`src/hdl/pds_cfg.svh`:
```
// Purpose: Constants for the synthesizer serial control and divider block
// Assumes: Included by the package users; definitions only
// Notes:   Timing figures are in their printed units; cycle counts derive in the module
`ifndef PDS_CFG_SVH
`define PDS_CFG_SVH
// Serial word
`define PDS_WORD_W      24
// Latch reset values: R = 1, width code 10, B = 3, A = 0, all functions off
`define PDS_REF_RST     24'h020004
`define PDS_FB_RST      24'h000301
`define PDS_FUNC_RST    24'h000002
// Prescaler base modulus P = 8 << select
`define PDS_PRE_BASE    7'h08
// Anti-backlash code for the recommended width
`define PDS_ABP_REC     2'h2
// Timing
`define PDS_CLK_MHZ     100
`define PDS_BACKLASH_PS 7200
`define PDS_LOCK_WIDE_NS 10
`define PDS_LOCK_FINE_NS 3
`define PDS_UNLOCK_NS   25
`define PDS_LOCK_CYCLES 3'h5
`endif

```
`src/hdl/pds_pkg.sv`:
```
// Purpose: Types for the synthesizer serial control and divider block
// Assumes: Field layouts follow the 24-bit programming word, bit 23 first
// Notes:   Struct members run from the most significant bit down
package pds_pkg;
   typedef logic [2:0] pds_cur_t;
   // Latch targets, codes 0..3 in order
   typedef enum logic [1:0] {PDS_TGT_REF, PDS_TGT_FB, PDS_TGT_FUNC, PDS_TGT_NONE} pds_target_e;
   // Monitor pin sources, codes 0..7 in order
   typedef enum logic [2:0] {
      PDS_MON_OFF, PDS_MON_DLOCK, PDS_MON_FB_DIV, PDS_MON_HIGH,
      PDS_MON_REF_DIV, PDS_MON_ALOCK, PDS_MON_SER_DATA, PDS_MON_LOW
   } pds_mon_e;
   typedef struct packed {
      logic [5:0]  reserved;
      logic [1:0]  backlash_width;    // backlash_width_hi, backlash_width_lo
      logic [13:0] ref_div;
      logic [1:0]  target;
   } pds_ref_latch_s;
   typedef struct packed {
      logic        reserved_hi;
      logic        lock_precision_select;
      logic        reserved_lo;
      logic [12:0] main_div;
      logic [5:0]  swallow_div;
      logic [1:0]  target;
   } pds_fb_latch_s;
   typedef struct packed {
      logic [1:0]  prescale_select;
      logic [3:0]  reserved_hi;
      pds_cur_t    pump_current_sel;
      logic [5:0]  reserved_lo;
      logic        pump_tristate;
      logic        pd_polarity;
      logic [2:0]  monitor_select;
      logic        power_down;
      logic        counter_reset;
      logic [1:0]  target;
   } pds_func_latch_s;
endpackage

```
`src/hdl/pds_synth_ctrl.sv`:
```
// Purpose: Serial programming, R/A/B dividers, phase comparator and lock detect
// Assumes: All pins are sampled by clk through two flip-flops; divider inputs slow vs clk
// Notes:   Phase error is measured in whole clk cycles, so precision is 10 ns
`timescale 1ns/100ps
`include "pds_cfg.svh"

module pds_synth_ctrl (
   // Clock and reset
   input  wire logic             clk,
   input  wire logic             rst_n,
   // Three-wire programming pins
   input  wire logic             ser_clk,
   input  wire logic             ser_data,
   input  wire logic             latch_load_strobe,
   // Divider inputs
   input  wire logic             reference_input,
   input  wire logic             rf_input,
   // Charge pump controls
   output logic                  pump_up,
   output logic                  pump_dn,
   output logic                  pump_tristate,
   output pds_pkg::pds_cur_t     pump_current,
   // Status
   output logic                  lock_detect,
   output logic                  ref_stage_en,
   // Monitor pin, drive and enable
   output logic                  monitor_o,
   output logic                  monitor_oe
);
   import pds_pkg::*;

   // Cycle counts from the printed times; limits round down, least times up
   localparam int WIDE_RAW = `PDS_LOCK_WIDE_NS * `PDS_CLK_MHZ / 1000;
   localparam int FINE_RAW = `PDS_LOCK_FINE_NS * `PDS_CLK_MHZ / 1000;
   localparam int UNLK_RAW = (`PDS_UNLOCK_NS * `PDS_CLK_MHZ + 999) / 1000;
   localparam int ABP_RAW  = (`PDS_BACKLASH_PS * `PDS_CLK_MHZ + 999999) / 1000000;
   localparam logic [7:0] WIDE_CYC = 8'((WIDE_RAW < 1) ? 1 : WIDE_RAW);
   localparam logic [7:0] FINE_CYC = 8'((FINE_RAW < 1) ? 1 : FINE_RAW);
   localparam logic [7:0] UNLK_CYC = 8'((UNLK_RAW < 1) ? 1 : UNLK_RAW);
   localparam logic [3:0] ABP_CYC  = 4'((ABP_RAW < 1) ? 1 : ABP_RAW);

   // Pin synchronisers: meta -> sync -> last, edges from sync and last only
   logic [4:0] pin_meta_r, pin_sync_r, pin_last_r;
   wire  [4:0] pins = {rf_input, reference_input, latch_load_strobe, ser_data, ser_clk};
   always_ff @(posedge clk or negedge rst_n) begin
      if (!rst_n) begin
         pin_meta_r <= 5'h00;
         pin_sync_r <= 5'h00;
         pin_last_r <= 5'h00;
      end else begin
         pin_meta_r <= pins;
         pin_sync_r <= pin_meta_r;
         pin_last_r <= pin_sync_r;
      end
   end
   wire [4:0] pin_rise = pin_sync_r & ~pin_last_r;
   wire       sclk_rise = pin_rise[0];
   wire       sdata     = pin_sync_r[1];
   wire       load_rise = pin_rise[2];

   // Serial shift register
   logic [23:0] shift_r;
   always_ff @(posedge clk or negedge rst_n) begin
      if (!rst_n) begin
         shift_r <= 24'h000000;
      end else if (sclk_rise) begin
         shift_r <= {shift_r[22:0], sdata};
      end
   end

   // Latch decode on the strobe edge
   wire pds_target_e tgt       = pds_target_e'(shift_r[1:0]);
   wire              wr_ref    = load_rise && (tgt == PDS_TGT_REF);
   wire              wr_fb     = load_rise && (tgt == PDS_TGT_FB);
   wire              wr_func   = load_rise && (tgt == PDS_TGT_FUNC);

   pds_ref_latch_s  ref_lat_r;
   pds_fb_latch_s   fb_lat_r;
   pds_func_latch_s func_lat_r;
   // Code 11 targets nothing and is dropped
   always_ff @(posedge clk or negedge rst_n) begin
      if (!rst_n) begin
         ref_lat_r  <= `PDS_REF_RST;
         fb_lat_r   <= `PDS_FB_RST;
         func_lat_r <= `PDS_FUNC_RST;
      end else begin
         if (wr_ref)  ref_lat_r  <= shift_r;
         if (wr_fb)   fb_lat_r   <= shift_r;
         if (wr_func) func_lat_r <= shift_r;
      end
   end

   // Control decode
   wire        hold_cnt  = func_lat_r.counter_reset | func_lat_r.power_down;
   wire        ref_live  = ~func_lat_r.power_down;
   wire [13:0] r_div     = (ref_lat_r.ref_div == 14'h0000) ? 14'h0001 : ref_lat_r.ref_div;
   wire [12:0] b_div     = fb_lat_r.main_div;
   wire [5:0]  a_div     = fb_lat_r.swallow_div;
   wire [6:0]  pre_p     = 7'(`PDS_PRE_BASE << func_lat_r.prescale_select);
   // Edges from a disconnected reference stage never reach the divider
   wire        ref_edge  = pin_rise[3] & ref_live;
   wire        rf_edge   = pin_rise[4];

   // Reference divider
   logic [13:0] r_cnt_r;
   logic        ref_pls_r;
   wire         r_term = (r_cnt_r + 14'h0001) >= r_div;
   always_ff @(posedge clk or negedge rst_n) begin
      if (!rst_n) begin
         r_cnt_r   <= 14'h0000;
         ref_pls_r <= 1'b0;
      end else if (hold_cnt || wr_ref) begin
         r_cnt_r   <= 14'h0000;
         ref_pls_r <= 1'b0;
      end else begin
         ref_pls_r <= ref_edge & r_term;
         if (ref_edge) r_cnt_r <= r_term ? 14'h0000 : r_cnt_r + 14'h0001;
      end
   end

   // Dual-modulus prescaler with swallow and main counters
   logic [6:0]  pre_cnt_r;
   logic [5:0]  a_cnt_r;
   logic [12:0] b_cnt_r;
   logic        fb_pls_r;
   wire         swallow_on = (a_cnt_r != 6'h00);
   wire [6:0]   pre_last   = swallow_on ? pre_p : pre_p - 7'h01;
   wire         pre_pls    = rf_edge && (pre_cnt_r == pre_last);
   wire         b_end      = (b_cnt_r <= 13'h0001);
   always_ff @(posedge clk or negedge rst_n) begin
      if (!rst_n) begin
         pre_cnt_r <= 7'h00;
         a_cnt_r   <= 6'h00;
         b_cnt_r   <= 13'h0003;
         fb_pls_r  <= 1'b0;
      end else if (hold_cnt || wr_fb || wr_func) begin
         pre_cnt_r <= 7'h00;
         a_cnt_r   <= a_div;
         b_cnt_r   <= b_div;
         fb_pls_r  <= 1'b0;
      end else begin
         fb_pls_r <= pre_pls & b_end;
         if (rf_edge) pre_cnt_r <= pre_pls ? 7'h00 : pre_cnt_r + 7'h01;
         if (pre_pls && b_end) begin
            a_cnt_r <= a_div;
            b_cnt_r <= b_div;
         end else if (pre_pls) begin
            b_cnt_r <= b_cnt_r - 13'h0001;
            if (swallow_on) a_cnt_r <= a_cnt_r - 6'h01;
         end
      end
   end

   // Phase comparator: up on reference, down on feedback, both cleared after backlash
   logic       up_r, dn_r;
   logic [3:0] abl_cnt_r;
   logic [7:0] err_cnt_r;
   wire        both     = up_r & dn_r;
   wire        pfd_done = both && (abl_cnt_r == 4'h0);
   wire [3:0]  abl_load = (ref_lat_r.backlash_width == `PDS_ABP_REC) ? ABP_CYC - 4'h1 : 4'h0;
   always_ff @(posedge clk or negedge rst_n) begin
      if (!rst_n) begin
         up_r      <= 1'b0;
         dn_r      <= 1'b0;
         abl_cnt_r <= 4'h0;
         err_cnt_r <= 8'h00;
      end else if (hold_cnt) begin
         up_r      <= 1'b0;
         dn_r      <= 1'b0;
         abl_cnt_r <= 4'h0;
         err_cnt_r <= 8'h00;
      end else if (pfd_done) begin
         up_r      <= 1'b0;
         dn_r      <= 1'b0;
         err_cnt_r <= 8'h00;
      end else begin
         up_r <= up_r | ref_pls_r;
         dn_r <= dn_r | fb_pls_r;
         // Width stretched only while both sides are high
         abl_cnt_r <= both ? abl_cnt_r - 4'h1 : abl_load;
         if ((up_r ^ dn_r) && (err_cnt_r != 8'hff)) err_cnt_r <= err_cnt_r + 8'h01;
      end
   end

   // Lock detect, judged once per comparator cycle
   logic [2:0] good_r;
   logic       lock_r;
   wire [7:0]  lock_win = fb_lat_r.lock_precision_select ? FINE_CYC : WIDE_CYC;
   wire        err_ok   = err_cnt_r < lock_win;
   wire        err_bad  = err_cnt_r >= UNLK_CYC;
   always_ff @(posedge clk or negedge rst_n) begin
      if (!rst_n) begin
         good_r <= 3'h0;
         lock_r <= 1'b0;
      end else if (hold_cnt) begin
         good_r <= 3'h0;
         lock_r <= 1'b0;
      end else if (pfd_done) begin
         if (err_bad) begin
            good_r <= 3'h0;
            lock_r <= 1'b0;
         end else if (err_ok) begin
            if (good_r != `PDS_LOCK_CYCLES) good_r <= good_r + 3'h1;
            if (good_r == `PDS_LOCK_CYCLES - 3'h1) lock_r <= 1'b1;
         end else if (!lock_r) begin
            good_r <= 3'h0;
         end
      end
   end

   // Scaled divider outputs for the monitor, halved to a square wave
   logic ref_half_r, fb_half_r;
   always_ff @(posedge clk or negedge rst_n) begin
      if (!rst_n) begin
         ref_half_r <= 1'b0;
         fb_half_r  <= 1'b0;
      end else begin
         ref_half_r <= ref_half_r ^ ref_pls_r;
         fb_half_r  <= fb_half_r ^ fb_pls_r;
      end
   end

   // Monitor source selection
   wire pds_mon_e mon_sel = pds_mon_e'(func_lat_r.monitor_select);
   logic mon_val, mon_en;
   always_comb begin
      mon_val = 1'b0;
      mon_en  = 1'b1;
      unique case (mon_sel)
         PDS_MON_OFF:      mon_en  = 1'b0;
         PDS_MON_DLOCK:    mon_val = lock_r;
         PDS_MON_FB_DIV:   mon_val = fb_half_r;
         PDS_MON_HIGH:     mon_val = 1'b1;
         PDS_MON_REF_DIV:  mon_val = ref_half_r;
         // Pulls low only while a correction pulse is out; pull-up gives the high
         PDS_MON_ALOCK:    mon_en  = up_r | dn_r;
         PDS_MON_SER_DATA: mon_val = shift_r[23];
         PDS_MON_LOW:      mon_val = 1'b0;
      endcase
   end

   // Registered outputs; polarity swaps the pump directions
   always_ff @(posedge clk or negedge rst_n) begin
      if (!rst_n) begin
         pump_up       <= 1'b0;
         pump_dn       <= 1'b0;
         pump_tristate <= 1'b0;
         pump_current  <= 3'h0;
         lock_detect   <= 1'b0;
         ref_stage_en  <= 1'b0;
         monitor_o     <= 1'b0;
         monitor_oe    <= 1'b0;
      end else begin
         pump_up       <= func_lat_r.pd_polarity ? up_r & ~dn_r : dn_r & ~up_r;
         pump_dn       <= func_lat_r.pd_polarity ? dn_r & ~up_r : up_r & ~dn_r;
         pump_tristate <= func_lat_r.pump_tristate;
         pump_current  <= func_lat_r.pump_current_sel;
         lock_detect   <= lock_r;
         ref_stage_en  <= ref_live;
         monitor_o     <= mon_val;
         monitor_oe    <= mon_en;
      end
   end

endmodule // pds_synth_ctrl

```
`config.mk`:
```
export PLATFORM = sky130hd
export DESIGN_NAME = pds_synth_ctrl
export DESIGN_NICKNAME = d
export VERILOG_FILES = /design/src/hdl/pds_pkg.sv /design/src/hdl/pds_synth_ctrl.sv
export VERILOG_INCLUDE_DIRS = /design/src /design/src/hdl
export SDC_FILE = /design/constraint.sdc
export NUM_CORES = 1
export LEC_CHECK = 0
export BUFFER_PORTS_ARGS = -buffer_cell sky130_fd_sc_hd__buf_2
export CORE_MARGIN = 3
export CORE_UTILIZATION = 50
export DETAILED_ROUTE_END_ITERATION = 12
export PLACE_DENSITY = 0.66
export SLEW_MARGIN = 10
export SYNTH_ARGS = -nofsm -noshare
export SYNTH_HDL_FRONTEND = slang
export SYNTH_SLANG_ARGS = --single-unit
```
`constraint.sdc`:
```
create_clock -name clk -period 4.6 [get_ports clk]
set_input_delay 0.46 -clock clk [delete_from_list [all_inputs] [get_ports clk]]
set_output_delay 0.46 -clock clk [all_outputs]
set_load 0.03 [all_outputs]
```
==> impl_metrics.json <==
{
  "finalSetupViolCount": 0,
  "swShare_pct": 34.2,
  "cp.arrival_ns": 4.04,
  "drt-wirelength-per-cell_um": 16.5,
  "post_cts_buffers": 0,
  "outcome": "completed",
  "routed_via_density": 5.77,
  "grt_setup_unrepaired": "false",
  "synthesis.area_um2": 7330,
  "synth_fp_nets": 719,
  "final_common_cell": "dfrtp_1",
  "cp-startpoint": "r_cnt_r[2]$_DFFE_PN0P_",
  "top_layer": "met4",
  "fmax_mhz": 270,
  "remaining_drc_errors": 0,
  "clkLatencyLatePin_ns": 0.42,
  "rr_startpoint": "r_cnt_r[2]$_DFFE_PN0P_",
  "die_area_um2": 16200,
  "synth_edf_count": 0,
  "diodes": 0,
  "reg2reg_slack_ns": 0.89,
  "hold_viol": 0,
  "worstRegToRegCells": 13,
  "post-route-min-period_ns": 3.71,
  "reg2reg_to": "r_cnt_r[8]$_DFFE_PN0P_",
  "initial_core_util_pct": 52.0,
  "max-slew-margin-rel_pct": 42.6,
  "powerDensity_nw_per_um2": 573,
  "clock-root-buffer": "clkbuf_16",
  "fin_tns_setup_ns": 0,
  "synthCells": 681,
  "synthFlopType": "dfrtp_1",
  "die_y_um": 127,
  "path_max_fanout": 22,
  "cts-htree-levels": 4,
  "die_w_um": 127,
  "fin_util_pct": 58.6,
  "hold_class": "in -> async",
  "pwr-share-clk_pct": 31.2,
  "routed_wl_um": 14800,
  "core_um2": 14100,
  "final_nets": 741,
  "grt_use_total_pct": 19.5,
  "grt_pass1_wl_um": 25600,
  "ir_drop_v": 0.000345,
  "place_area_um2": 7630,
  "vias": 5173,
  "setup.worst_path.end_class": "flop",
  "antenna_left": 0,
  "worst_hold_slack_ns": 0.117,
  "yosysWarnings": 0,
  "startpoint_type": "flop",
  "ys_seq_elements": 155,
  "fin_crit_sh_pct": 80.6,
  "post_cts_resized": 0,
  "final_cell_area_um2": 8260,
  "route.met2.wl_um": 7100,
  "fillCellCount": 1177,
  "pin_count": 17,
  "seqPwrFrac_pct": 40.9,
  "p_leak_nw": 3.86,
  "rows": 43,
  "place_congestion": 0.868,
  "synthArstFlopShare_pct": 100,
  "worst_slew_pin_slew_ns": 0.861,
  "skew_ns": 0.0116,
  "cts_buffer_depth": 2,
  "areaGrowthSynthToFinish_pct": 12.7,
  "drive_above_1_share_pct": 17.7,
  "port_buffers": 16,
  "drt_iter0_markers": 397,
  "cts_num_sinks": 155,
  "power.switching_w": 0.00162,
  "final_cell_mix": "dfrtp_1, nand2_1, mux2_2, nor2_1, o21ai_0",
  "cts_tree": "yes",
  "antenna_found_initial": 0,
  "maxCapViolCount": 0,
  "post-dp-hpwl_um": 9830,
  "gr-total-overflow": 0,
  "grt_max_degree": 96,
  "seq_area_frac_synth_pct": 53.0,
  "firstDrtPassIters": 5,
  "syn_avg_cell_area_um2": 10.8,
  "m1WireLength_um": 6980,
  "cp.required_ns": 4.93,
  "internal_power_w": 0.00311,
  "synth_cell_types": 57,
  "critPathKind": "reg -> reg",
  "slew_violations": 0,
  "met3_length_um": 523,
  "cts_buffers": 17,
  "clk_pin_slew_ns": 0.06,
  "postCtsHoldBufs": 0,
  "p_comb_share_pct": 27.9,
  "grt_pass1_vias": 5248
}
==> cell type report <==
cell class	instances	area (um^2)	share of cell area (%)
clock buffer	20	457	5.53
clock inverter	12	170	2.06
inverter	37	139	1.68
multi-input combinational	468	3240	39.2
sequential	155	3880	47.0
tap	180	225	2.73
timing repair buffer	24	146	1.77
==> synthesized netlist by cell type (2+ instances only) <==
cell type,n,area (um^2)
xor2_1,19,166
nand2_1,60,225
and3_1,12,75.1
buf_2,3,15.0
inv_1,37,139
a21boi_0,2,15.0
o22ai_1,2,12.5
ha_1,31,388
o211ai_1,4,30.0
nand2b_1,12,75.1
a211oi_1,5,37.5
a31oi_1,13,81.3
o21ai_0,39,195
dfrtp_1,150,3750
nand3_1,16,80.1
a32o_1,2,20.0
nor3_1,14,70.1
or2_2,3,18.8
xnor2_1,12,105
o311ai_0,4,35.0
a221o_1,9,90.1
nor3b_1,4,30.0
nor2_1,51,191
and4_1,2,17.5
nor4_1,14,87.6
or3_1,6,37.5
or4_1,2,15.0
dfstp_2,5,131
nor4b_1,2,17.5
a221oi_1,2,17.5
nor2b_1,5,31.3
o31ai_1,4,30.0
clkbuf_1,15,56.3
a22o_1,3,26.3
nand4_1,4,25.0
buf_1,2,7.51
a21oi_1,36,180
mux2_2,55,619
a21o_1,2,15.0
==> power groups by stage <==
stage | clock network (W) | logic, W | registers (W)
5_1_grt | 0.00156 | 0.00150 | 0.00198
3_3_place_gp | 0 | 0.00126 | 0.00194
2_1_floorplan | 0 | 0.000968 | 0.00190
6_report | 0.00147 | 0.00132 | 0.00194
4_1_cts | 0.00150 | 0.00132 | 0.00193
3_5_place_dp | 0 | 0.00130 | 0.00195
==> logic make-up (layout without fill, tap and decap cells) <==
kind of cell	after synthesis	after routing	share of synthesized area, %
fa+ha+maj	31	31	5.29
compound gates	137	137	12.1
flops	155	155	53.0
xor+xnor	31	31	3.70
mux	56	56	8.59
buf+inv	58	93	3.07
simple gates	213	213	14.3
==> critical path: stages, from the launching register on <==
cell	delay, ns
dfrtp_1	0.45
nand3_1	0.24
nor2_1	0.25
and3_1	0.25
and3_1	0.25
nand3_1	0.11
xnor2_1	0.20
ha_1	0.29
a21oi_1	0.15
o21ai_0	0.14
a2111oi_0	0.47
or2_2	0.45
o21ai_0	0.17
a31oi_1	0.21
==> how the worst max path moves through the flow <==
stage / endpoint / slack, ns / cells past startpoint
after floorplan: r_cnt_r[5]$_DFFE_PN0P_ / 1.10 / 15
after global placement: r_cnt_r[8]$_DFFE_PN0P_ / 1.10 / 13
after detailed placement: r_cnt_r[8]$_DFFE_PN0P_ / 0.97 / 13
after CTS: r_cnt_r[8]$_DFFE_PN0P_ / 0.91 / 13
after global routing: r_cnt_r[8]$_DFFE_PN0P_ / 0.54 / 13
final: r_cnt_r[8]$_DFFE_PN0P_ / 0.89 / 13
==> state kept, by name, summed over array words and instances, names as in the netlist, 3 cells and up <==
name,cells
abl_cnt_r,4
mon_sel,3
r_cnt_r,14
pin_last_r,4
pin_sync_r,5
shift_r,24
pre_cnt_r,7
a_cnt_r,6
b_div,13
b_cnt_r,13
pin_meta_r,5
a_div,6
ref_lat_r,14
pump_current,3
good_r,3
func_lat_r,9
err_cnt_r,8
==> metal layers <==
metal	up-vias	track usage, %
met3	21	4.52
met2	102	31.4
li1	2467	-
met1	2583	26.5
met4	0	5.74
met5	-	0
==> through the flow <==
stage | power (W) | setup slack, ns | std cells
2_1_floorplan | 0.00287 | 1.10 | 681
3_3_place_gp | 0.00320 | 1.10 | 864
3_5_place_dp | 0.00325 | 0.966 | 864
4_1_cts | 0.00475 | 0.909 | 896
5_1_grt | 0.00503 | 0.545 | 896
6_report | 0.00473 | 0.891 | 896
Note: power is estimated with default switching activity, not from simulation.
